===== config.mk =====
export PLATFORM = sky130hd
export DESIGN_NAME = gpio_expander_edge_irq
export DESIGN_NICKNAME = d
export VERILOG_FILES = /design/src/verilog/gpio_expander_pkg.sv /design/src/verilog/gpio_expander_edge_irq.sv
export SDC_FILE = /design/constraint.sdc
export NUM_CORES = 1
export LEC_CHECK = 0
export BUFFER_PORTS_ARGS = -buffer_cell sky130_fd_sc_hd__buf_2
export CORE_MARGIN = 2
export CORE_UTILIZATION = 30
export CTS_BUF_LIST = sky130_fd_sc_hd__clkbuf_2 sky130_fd_sc_hd__clkbuf_4 sky130_fd_sc_hd__clkbuf_8
export DETAILED_ROUTE_END_ITERATION = 8
export PLACE_DENSITY_LB_ADDON = 0.1
export SYNTH_ARGS = -nofsm -noshare
export SYNTH_HDL_FRONTEND = slang
export SYNTH_SLANG_ARGS = --single-unit

===== constraint.sdc =====
create_clock -name sys_clk -period 2.6 [get_ports sys_clk]
set_input_delay 0.52 -clock sys_clk [delete_from_list [all_inputs] [get_ports sys_clk]]
set_output_delay 0.52 -clock sys_clk [all_outputs]
set_load 0.005 [all_outputs]

===== src/verilog/gpio_expander_pkg.sv =====
// Package for the eight-pin port and edge-interrupt block.
// Assumes the register front end presents 8-bit internal addresses.
package gpio_expander_pkg;

    // ------------------------------------------------------------
    // Register addresses
    // ------------------------------------------------------------
    localparam logic [7:0] ADDR_PORT_MODE_LOW = 8'h00;
    localparam logic [7:0] ADDR_PIN_LEVEL = 8'h01;
    localparam logic [7:0] ADDR_PORT_MODE_HIGH = 8'h07;
    localparam logic [7:0] ADDR_EDGE_IRQ_CONTROL = 8'h08;

    // ------------------------------------------------------------
    // Reset values
    // ------------------------------------------------------------
    localparam logic [7:0] RST_PORT_MODE_LOW = 8'h00;
    localparam logic [7:0] RST_PIN_LEVEL = 8'h00;
    localparam logic [7:0] RST_PORT_MODE_HIGH = 8'h00;
    localparam logic [7:0] RST_EDGE_IRQ_CONTROL = 8'h00;

    // ------------------------------------------------------------
    // Edge control field positions
    // ------------------------------------------------------------
    localparam int EDGE_DETECTED_FLAG_BIT = 7;
    localparam int EDGE_IRQ_ENABLE_BIT = 6;
    localparam int EDGE_POLARITY_SELECT_BIT = 5;

    // ------------------------------------------------------------
    // Pin mode encodings
    // ------------------------------------------------------------
    localparam logic [1:0] MODE_OPEN_DRAIN = 2'h0;
    localparam logic [1:0] MODE_INPUT = 2'h1;
    localparam logic [1:0] MODE_PUSH_PULL = 2'h2;
    localparam logic [1:0] MODE_SPARE = 2'h3;

    // ------------------------------------------------------------
    // Sizes
    // ------------------------------------------------------------
    localparam int PIN_COUNT = 8;
    localparam int PINS_PER_MODE_REG = 4;

endpackage

===== src/verilog/gpio_expander_edge_irq.sv =====
// Eight-pin general-purpose port with one edge-triggered interrupt pin.
// Assumes a register front end (the serial host interface) that issues
// single-cycle read and write strobes with an 8-bit internal address.
//
// Contract
// - Eight port pins, each set as input or output by two mode registers.
// - Mode register at 0x00: two-bit field per pin 3..0; 00 OD, 01 in, 10 PP.
// - Pin 3 at bits 7-6, lower pins in lower pairs; pins 7..4 likewise.
// - Mode register at 0x07: pins 7..4; 11 also means input only.
// - Writing pin level drives each output pin low for 0; a 1 drives push-pull pins high and releases open-drain pins.
// - Reading pin level returns the live level of all eight pins.
// - Edge control bit 6 enables the edge pin as interrupt source.
// - Edge control bit 5: 0 rising edge, 1 falling edge triggers.
// - Selected edge while enabled sets edge control bit 7.
// - Enabled selected edge pulls the active-low interrupt output low.
// - A read of edge control clears the edge-detected flag, unless a new edge sets it in the same cycle.
// - Edge control bits 4 to 0 are unused and have no function.
// - All four registers reset to 0x00.
`timescale 1ns/1ps
`default_nettype none

module gpio_expander_edge_irq #(
    parameter int PINS = gpio_expander_pkg::PIN_COUNT
) (
    input wire logic sys_clk,
    input wire logic rst,
    input wire logic [7:0] reg_addr,
    input wire logic reg_wr,
    input wire logic [7:0] reg_wdata,
    input wire logic reg_rd,
    output logic [7:0] reg_rdata,
    output logic reg_rvalid,
    input wire logic [PINS-1:0] port_pin_in,
    output logic [PINS-1:0] port_pin_out,
    output logic [PINS-1:0] port_pin_oe_n,
    input wire logic edge_source_input,
    input wire logic other_irq_pending,
    output logic irq_n
);

    // ------------------------------------------------------------
    // Helpers
    // ------------------------------------------------------------

    // Mode field of pin p out of the two mode registers
    function automatic logic [1:0] pin_mode_field(input logic [7:0] low,
                                                  input logic [7:0] high,
                                                  input int p);
        logic [15:0] both;
        both = {high, low};
        return both[2*p +: 2];
    endfunction

    // Address match for a register access
    function automatic logic hit(input logic [7:0] addr, input logic [7:0] target);
        return addr == target;
    endfunction

    // ------------------------------------------------------------
    // Registers
    // ------------------------------------------------------------
    logic [7:0] port_mode_low_q;
    logic [7:0] port_mode_high_q;
    logic [7:0] pin_level_q;
    logic edge_irq_enable_q;
    logic edge_polarity_select_q;
    logic edge_detected_flag_q;
    logic edge_sync1_q;
    logic edge_sync2_q;
    logic edge_prev_q;
    logic edge_hit;
    logic flag_clear;
    logic [PINS-1:0] pin_out_d;
    logic [PINS-1:0] pin_oe_n_d;
    logic [7:0] rdata_d;

    // Mode registers, written by the host
    always_ff @(posedge sys_clk or posedge rst) begin
        if (rst) begin
            port_mode_low_q <= gpio_expander_pkg::RST_PORT_MODE_LOW;
            port_mode_high_q <= gpio_expander_pkg::RST_PORT_MODE_HIGH;
        end else if (reg_wr) begin
            if (hit(reg_addr, gpio_expander_pkg::ADDR_PORT_MODE_LOW)) begin
                port_mode_low_q <= reg_wdata;
            end
            if (hit(reg_addr, gpio_expander_pkg::ADDR_PORT_MODE_HIGH)) begin
                port_mode_high_q <= reg_wdata;
            end
        end
    end

    // Output level register; inputs keep the stored level for later
    always_ff @(posedge sys_clk or posedge rst) begin
        if (rst) begin
            pin_level_q <= gpio_expander_pkg::RST_PIN_LEVEL;
        end else if (reg_wr && hit(reg_addr, gpio_expander_pkg::ADDR_PIN_LEVEL)) begin
            pin_level_q <= reg_wdata;
        end
    end

    // Edge control fields; bits 4..0 are not stored at all
    always_ff @(posedge sys_clk or posedge rst) begin
        if (rst) begin
            edge_irq_enable_q <= gpio_expander_pkg::RST_EDGE_IRQ_CONTROL[gpio_expander_pkg::EDGE_IRQ_ENABLE_BIT];
            edge_polarity_select_q <= gpio_expander_pkg::RST_EDGE_IRQ_CONTROL[gpio_expander_pkg::EDGE_POLARITY_SELECT_BIT];
        end else if (reg_wr && hit(reg_addr, gpio_expander_pkg::ADDR_EDGE_IRQ_CONTROL)) begin
            edge_irq_enable_q <= reg_wdata[gpio_expander_pkg::EDGE_IRQ_ENABLE_BIT];
            edge_polarity_select_q <= reg_wdata[gpio_expander_pkg::EDGE_POLARITY_SELECT_BIT];
        end
    end

    // ------------------------------------------------------------
    // Pin drivers
    // ------------------------------------------------------------

    // Open drain only pulls low, so a 1 releases the pin to the pull-up
    always_comb begin
        for (int p = 0; p < PINS; p++) begin
            case (pin_mode_field(port_mode_low_q, port_mode_high_q, p))
                gpio_expander_pkg::MODE_OPEN_DRAIN: begin
                    pin_out_d[p] = 1'b0;
                    pin_oe_n_d[p] = pin_level_q[p];
                end
                gpio_expander_pkg::MODE_PUSH_PULL: begin
                    pin_out_d[p] = pin_level_q[p];
                    pin_oe_n_d[p] = 1'b0;
                end
                default: begin
                    // Input only, and the spare code treated the same way
                    pin_out_d[p] = 1'b0;
                    pin_oe_n_d[p] = 1'b1;
                end
            endcase
        end
    end

    // Registered pin drive; released during reset
    always_ff @(posedge sys_clk or posedge rst) begin
        if (rst) begin
            port_pin_out <= '0;
            port_pin_oe_n <= '1;
        end else begin
            port_pin_out <= pin_out_d;
            port_pin_oe_n <= pin_oe_n_d;
        end
    end

    // ------------------------------------------------------------
    // Edge detection
    // ------------------------------------------------------------

    // Two flops against metastability, a third for the previous level
    always_ff @(posedge sys_clk or posedge rst) begin
        if (rst) begin
            edge_sync1_q <= 1'b0;
            edge_sync2_q <= 1'b0;
            edge_prev_q <= 1'b0;
        end else begin
            edge_sync1_q <= edge_source_input;
            edge_sync2_q <= edge_sync1_q;
            edge_prev_q <= edge_sync2_q;
        end
    end

    // Qualifying transition, only on synchronised levels
    assign edge_hit = edge_irq_enable_q && (edge_polarity_select_q ?
                      (edge_prev_q && !edge_sync2_q) :
                      (!edge_prev_q && edge_sync2_q));
    assign flag_clear = reg_rd && hit(reg_addr, gpio_expander_pkg::ADDR_EDGE_IRQ_CONTROL);

    // Sticky flag; a new edge beats a clearing read in the same cycle
    always_ff @(posedge sys_clk or posedge rst) begin
        if (rst) begin
            edge_detected_flag_q <= gpio_expander_pkg::RST_EDGE_IRQ_CONTROL[gpio_expander_pkg::EDGE_DETECTED_FLAG_BIT];
        end else if (edge_hit) begin
            edge_detected_flag_q <= 1'b1;
        end else if (flag_clear) begin
            edge_detected_flag_q <= 1'b0;
        end
    end

    // Interrupt output, shared with the device's other sources
    always_ff @(posedge sys_clk or posedge rst) begin
        if (rst) begin
            irq_n <= 1'b1;
        end else begin
            irq_n <= !(edge_detected_flag_q || other_irq_pending);
        end
    end

    // ------------------------------------------------------------
    // Read path
    // ------------------------------------------------------------

    // Read mux; unmapped addresses answer zero
    always_comb begin
        rdata_d = 8'h00;
        case (reg_addr)
            gpio_expander_pkg::ADDR_PORT_MODE_LOW: rdata_d = port_mode_low_q;
            gpio_expander_pkg::ADDR_PORT_MODE_HIGH: rdata_d = port_mode_high_q;
            gpio_expander_pkg::ADDR_PIN_LEVEL: begin
                rdata_d[PINS-1:0] = port_pin_in;
            end
            gpio_expander_pkg::ADDR_EDGE_IRQ_CONTROL: begin
                rdata_d[gpio_expander_pkg::EDGE_DETECTED_FLAG_BIT] = edge_detected_flag_q;
                rdata_d[gpio_expander_pkg::EDGE_IRQ_ENABLE_BIT] = edge_irq_enable_q;
                rdata_d[gpio_expander_pkg::EDGE_POLARITY_SELECT_BIT] = edge_polarity_select_q;
                // Bits 4..0 read as zero
                rdata_d[4:0] = 5'h00;
            end
            default: rdata_d = 8'h00;
        endcase
    end

    // Registered read answer, one cycle after the strobe
    always_ff @(posedge sys_clk or posedge rst) begin
        if (rst) begin
            reg_rdata <= 8'h00;
            reg_rvalid <= 1'b0;
        end else begin
            reg_rvalid <= reg_rd;
            if (reg_rd) begin
                reg_rdata <= rdata_d;
            end
        end
    end

endmodule

`default_nettype wire


==> results of run 1 <==
where the power goes:
part | leakage (nW) | internal (mW) | switching, mW
Sequential | 0.735 | 0.921 | 0.0269
Clock | 0.0523 | 0.239 | 0.275
Combinational | 0.672 | 0.0686 | 0.0762
registers in the layout, summed over array words and instances (netlist names):
name	flops
reg_rvalid	1
edge_irq_enable_q	1
port_pin_out	8
port_pin_oe_n	8
pin_level_q	8
edge_sync1_q	1
edge_sync2_q	1
port_mode_high_q	8
edge_prev_q	1
edge_detected_flag_q	1
port_mode_low_q	8
edge_polarity_select_q	1
reg_rdata	8
irq_n	1
logic make-up (layout without fill, tap and decap cells):
kind of cell / after synthesis / in the layout / synth area share (%)
and+or+nand+nor: 34 / 34 / 9.44
buffers and inverters: 21 / 84 / 3.55
DFF: 56 / 56 / 61.6
AOI/OAI and AO/OA: 37 / 37 / 12.1
muxes: 27 / 27 / 13.3
final cells by class:
| cell class | instances | area (um2) |
|---|---|---|
| multi-input combinational | 98 | 798 |
| clock buffer | 8 | 97.6 |
| tap | 99 | 124 |
| inverter | 18 | 67.6 |
| fill | 737 | 4520 |
| timing repair buffer | 58 | 310 |
| sequential | 56 | 1410 |
cells in the final DEF, fill, tap and decap left out, types with 2 or more instances in the layout:
master / instances
o21ai_0: 2
buf_4: 2
mux2_2: 25
o22ai_1: 6
nor2b_1: 2
nand2_1: 10
a22o_1: 9
a21o_1: 8
inv_1: 16
and3_1: 2
nor2_1: 8
nand4_2: 2
clkbuf_4: 2
o32ai_1: 2
nand4_1: 2
dfrtp_1: 47
nor3b_1: 3
clkbuf_8: 6
buf_2: 55
dfstp_2: 9
mux2_1: 2
a22oi_1: 8
metrics by stage:
| step | util [%] | setup WS, ns | area, um2 | total power, mW |
|---|---|---|---|---|
| 6_report | 38.3 | 0.878 | 2810 | 1.61 |
| 5_1_grt | 38.3 | 0.800 | 2810 | 1.69 |
| 3_5_place_dp | 37.0 | 0.507 | 2710 | 1.11 |
| 2_1_floorplan | - | 0.724 | 2290 | 1.03 |
| 3_3_place_gp | 37.0 | 0.534 | 2710 | 1.11 |
| 4_1_cts | 38.3 | 0.855 | 2810 | 1.63 |
worst max-delay path by stage:
stage | to | slack, ns | cells past startpoint
after floorplan | edge_detected_flag_q$_DFFE_PP0P_ | 0.72 | 1
after global placement | port_mode_high_q[3]$_DFFE_PP0P_ | 0.53 | 4
after detailed placement | port_mode_high_q[6]$_DFFE_PP0P_ | 0.51 | 4
after CTS | port_mode_high_q[6]$_DFFE_PP0P_ | 0.85 | 4
after global routing | port_mode_high_q[1]$_DFFE_PP0P_ | 0.80 | 4
final | port_mode_high_q[6]$_DFFE_PP0P_ | 0.88 | 4
layer usage:
layer / vias to the layer above / global-route usage [%]
met3: 6 / 3.73
li1: 750 / -
met5: - / 0
met1: 775 / 17.5
met2: 43 / 18.9
met4: 0 / 3.41
worst reg2reg max path, stage by stage (launching register included):
cell and delay, ns:
dfrtp_1 0.42, and3_1 0.17, a21oi_1 0.04, a2bb2oi_1 0.14
o32ai_1 0.26
==> key figures, run 1 <==
Outcome
  – Status: complete, no violations

Critical path
  – Critical path peak fanout: 8
  – FF-to-FF End: reg_rdata[7]$_DFFE_PP0P_
  – Worst R2R Path Depth: 4
  – CP Class: input pin to flip-flop
  – Top Family by Delay on Critical Path: simple AND/OR/NAND/NOR gates
  – Worst Path Arrival: 1.92 ns
  – Crit-path max cell delay: 0.49 ns
  – Worst EP required: 2.80 ns
  – R2R Setup Slk: 1.49 ns
  – CP max stage cell: nor4_4
  – Worst-path cell chain: buf_2 -> nor4_4 -> nand4_2 -> mux2_2
  – Startpoint Class: input pin
  – Reg2reg start: port_mode_high_q[7]$_DFFE_PP0P_
  – Crit path from: reg_addr[5]
  – Critical path capture point type: flip-flop
  – WP buf/inv: 1

Layout
  – Post-Layout Cell Count: 337
  – Fin nets: 267
  – Inserted Diodes: 0
  – Share of cells above drive strength 1: 45.0%
  – Synth-to-Final Area Change: 22.6%

Global routing
  – GRT Total Usage: 12.5%
  – GR Overflow Total: 0
  – Number of global-route vias before repair: 1517
  – Largest net degree at the start of global routing: 35
  – Global-route wire length before repair: 8.18 mm
  – Initial antenna violation count: 0

STA
  – Min Tclk post-route: 1.72 ns
  – Final Hold Viols: 0
  – Final hold slack: 0.226 ns
  – TNS Setup: 0 ns
  – Unrepaired setup endpoints after global routing: false
  – Final Max Tran Viols: 0
  – Setup Viol. Count Final: 0
  – F_max: 581 MHz
  – Slew of the pin with the lowest slew margin: 0.515 ns
  – Max_slew headroom: 65.6%
  – Fin crit share: 66.2%
  – Clock Skew: 0.00759 ns

Logic synthesis
  – Post-Syn Area per Cell: 13.1 um2
  – Yosys cell types: 28
  – Synth Instances: 175
  – Post-synth top cells: dfrtp_1, mux2_2, inv_1
  – Post-synth EDFFs: 0
  – Post-synth top area share: 51.3%
  – Synthesized flop and latch total: 56
  – Syn Nets: 205
  – Mapped Area: 2290 um2
  – Largest area contributor in the netlist: dfrtp_1
  – Ys flop type: dfrtp_1
  – Sequential-to-total area share from yosys stat: 61.6%
  – Area contributors post-synth: dfrtp_1, mux2_2, dfstp_2, a22o_1, inv_1
  – Ys async rst share: 100%
  – Top-count cell post-synth: dfrtp_1
  – YS warnings: 0

Detailed routing
  – DRC violations left: 0
  – Post-route ant nets: 0
  – Met3 Wirelength: 263 um
  – Wire per inst: 15.2 um
  – DR vias/cell: 4.67
  – Metal1 wirelength: 2.49 mm
  – Via Count: 1574
  – DR top layer: met4
  – DRT iter0 DRCs: 59
  – First-pass detailed-route iteration total: 5
  – Final wirelength: 5.14 mm
  – Wire length on met2: 2.32 mm

Floorplan
  – Core area: 7330 um2
  – # IOs: 56
  – Die Y: 91.4 um
  – Standard-cell rows: 31
  – Initial Util: 31.3%
  – Die area: 8360 um2
  – Horiz. Die Dim: 91.4 um

Clock tree
  – CTS Root Cell: clkbuf_8
  – Clock sink count: 56
  – TritonCTS clock tree: done
  – Post-CTS sizing: 0
  – TritonCTS buffer count: 5
  – Post-cts hold buffer count: 0
  – Clk_lat worst skew: 0.31 ns
  – H-tree depth: 2
  – Setup bufs post-CTS: 0
  – Clock Path Buffers: 2
  – Clock transition at path regs: 0.10 ns

Pwr
  – Leak: 1.46 nW
  – Pwr Density: 572 nW/um2
  – Peak supply drop: 181 uV

Placement
  – Dpl cells: 329
  – Dpl hpwl: 3.75 mm
  – Final Wtd Congestion: 0.734
  – Port Buffer Count: 55

Job
  – # Max-Cap Violations: 0

Hold path
  – Hold Crit Class: input pin to async pin
No activity file was read; power rests on OpenSTA's default activity.
==> run 2: changes to the inputs <==
==> constraint.sdc (replaced) <==
create_clock -name sys_clk -period 1.7 [get_ports sys_clk]
set_input_delay 0.34 -clock sys_clk [delete_from_list [all_inputs] [get_ports sys_clk]]
set_output_delay 0.34 -clock sys_clk [all_outputs]
set_load 0.005 [all_outputs]
==> run 2 against run 1 <==
Net effect: first-iteration DRC count shrank 31%; highest routed layer unchanged; wire length grew 2.6%; setup slack lost 0.46 ns; cell area grew 2.9%; utilization grew 1.1 points; critical path type unchanged; total power grew 53%; cell count grew 3.3%; largest power group unchanged; die area is the same.
==> key figures, run 2 (synthesized netlist as in run 1, its figures left out) <==
Outcome
  – Status: complete, no violations

Pwr
  – Seq pwr share: 59.0% (about the same)
  – Leak: 1.51 nW (+3.2%)
  – Sw frac: 23.9% (+0.35 points)
  – Gate power share: 9.5% (+0.5 points)
  – Peak supply drop: 314 uV (+74%)
  – Pwr Density: 849 nW/um2 (+49%)
  – Clk pwr share: 31.6% (-0.4 points)
  – Power Total: 2.46 mW (+53%)
  – Internal: 1.87 mW (+52%)
  – Sw Pwr: 587 uW (+55%)

Clock tree
  – Clock transition at path regs: 0.10 ns (about the same)
  – Clock Path Buffers: 2 (unchanged)
  – Post-cts hold buffer count: 0 (unchanged)
  – Setup bufs post-CTS: 0 (unchanged)
  – H-tree depth: 2 (unchanged)
  – Post-CTS sizing: 0 (unchanged)
  – CTS Root Cell: clkbuf_8
  – TritonCTS buffer count: 5 (unchanged)
  – Clk_lat worst skew: 0.31 ns (about the same)
  – TritonCTS clock tree: done
  – Clock sink count: 56 (unchanged)

Placement
  – Final Wtd Congestion: 0.720 (-1.9%)
  – Dpl hpwl: 3.81 mm (+1.7%)
  – Port Buffer Count: 55 (unchanged)

Layout
  – Share of cells above drive strength 1: 47.4% (+2.4 points)
  – Inserted Diodes: 0 (unchanged)
  – Commonest non-fill, non-tap cell in the layout: buf_2
  – Synth-to-Final Area Change: 26.2%
  – Fin util: 39.5% (+1.1 points)
  – Fin nets: 278 (+4.1%)
  – Commonest non-fill, non-tap cells in the layout: buf_2, dfrtp_1, mux2_2

Global routing
  – GRT Total Usage: 13.2% (+0.69 points)
  – Most heavily used metal layer in global routing: met2
  – GRT met2 Usage: 20.2% (+1.3 points)
  – Global-route wire length before repair: 8.65 mm (+5.7%)
  – GR Overflow Total: 0 (unchanged)
  – Met1 usage: 18.7% (+1.2 points)
  – GR Layer Usage met3: 3.07% (-0.66 points)
  – Number of global-route vias before repair: 1616 (+6.5%)
  – Initial antenna violation count: 0 (unchanged)
  – Largest net degree at the start of global routing: 57 (+63%)

STA
  – Max_slew headroom: 75.0% (+9.4 points)
  – Slew of the pin with the lowest slew margin: 0.372 ns (-0.143 ns)
  – F_max: 777 MHz
  – Final Max Tran Viols: 0 (unchanged)
  – Final Hold Viols: 0 (unchanged)
  – Min Tclk post-route: 1.29 ns
  – Fin crit share: 75.7%
  – Final hold slack: 0.0650 ns (-0.161 ns)
  – TNS Setup: 0 ns (unchanged)
  – Unrepaired setup endpoints after global routing: false
  – Clock Skew: 0.00501 ns (-0.00258 ns)
  – Setup Viol. Count Final: 0 (unchanged)

Critical path
  – Worst Path Arrival: 1.48 ns (-0.44 ns)
  – Worst R2R Path Depth: 4 (unchanged)
  – Critical path capture point type: flip-flop
  – CP Class: input pin to flip-flop
  – CP max stage cell: nor4_4
  – Worst-path cell chain: buf_2 -> nor4_4 -> buf_4 -> nand4_1 -> mux2_2
  – Worst EP required: 1.90 ns (-0.90 ns)
  – WP buf/inv: 2 (+1)
  – R2R Setup Slk: 0.60 ns (-0.89 ns)
  – Top Family by Delay on Critical Path: simple AND/OR/NAND/NOR gates
  – Crit path from: reg_addr[5]
  – Reg2reg start: port_mode_high_q[7]$_DFFE_PP0P_
  – Startpoint Class: input pin
  – Crit-path max cell delay: 0.40 ns (-0.09 ns)
  – Critical path peak fanout: 4 (-4)
  – FF-to-FF End: reg_rdata[7]$_DFFE_PP0P_

Detailed routing
  – Post-route ant nets: 0 (unchanged)
  – DRC violations left: 0 (unchanged)
  – DR vias/cell: 4.59 (-1.8%)
  – First-pass detailed-route iteration total: 4 (-1)
  – Via Count: 1596 (+1.4%)
  – DRT iter0 DRCs: 41 (-31%)
  – Wire per inst: 15.1 um (-0.60%)
  – Final wirelength: 5.27 mm (+2.6%)

Floorplan
  – # IOs: 56 (unchanged)
  – Standard-cell rows: 31 (unchanged)
  – Die area: 8360 um2 (unchanged)
  – Die Y: 91.4 um (unchanged)
  – Initial Util: 31.3% (unchanged)
  – Horiz. Die Dim: 91.4 um (unchanged)
  – Core area: 7330 um2 (unchanged)

Job
  – # Max-Cap Violations: 0 (unchanged)

Hold path
  – Hold Crit Class: input pin to async pin
[run 2: changes by cell type in the layout (fill, tap and decap cells not counted), sizes merged]
cell / delta
clkbuf: -1
clkinvlp: +1
buf: +11
[run 2: worst min-delay path: cells and delay by family]
| kind | cells | cell delay (ns) |
|---|---|---|
| buffers and inverters | 3 | 0.43 |
[run 2: layout make-up]
| class | count | area [um2] |
|---|---|---|
| clock inverter | 1 | 7.51 |
| sequential | 56 | 1410 |
| fill | 725 | 4440 |
| inverter | 18 | 67.6 |
| clock buffer | 7 | 90.1 |
| tap | 99 | 124 |
| timing repair buffer | 69 | 393 |
| multi-input combinational | 98 | 798 |
[run 2: power by group through the flow]
stage	clock network, mW	logic, mW	registers (mW)
5_1_grt	0.863	0.261	1.46
4_1_cts	0.812	0.239	1.45
3_3_place_gp	0	0.237	1.47
6_report	0.775	0.233	1.45
2_1_floorplan	0	0.114	1.47
3_5_place_dp	0	0.237	1.47
[run 2: per-layer routing]
metal / vias to the layer above / share of wire [%]
li1: 769 / -
met1: 781 / 47
met2: 39 / 46
met3: 7 / 5.2
met4: 0 / 1.1
met5: - / 0
[run 2: worst max path at each step]
stage | end | slack [ns] | cells past startpoint
6_report | edge_irq_enable_q$_DFFE_PP0P_ | 0.41 | 5
3_5_place_dp | pin_level_q[0]$_DFFE_PP0P_ | 0.06 | 5
2_1_floorplan | edge_detected_flag_q$_DFFE_PP0P_ | 0.004 | 1
5_1_grt | pin_level_q[0]$_DFFE_PP0P_ | 0.34 | 5
3_3_place_gp | pin_level_q[7]$_DFFE_PP0P_ | 0.07 | 5
4_1_cts | pin_level_q[0]$_DFFE_PP0P_ | 0.40 | 5
[run 2: metrics by stage]
stage	setup WS (ns)	std cells	instance area (um2)
floorplan	0.00361	175	2290
global placement	0.0699	340	2800
detailed placement	0.0632	340	2800
CTS	0.395	348	2890
global route	0.338	348	2890
finish	0.414	348	2890
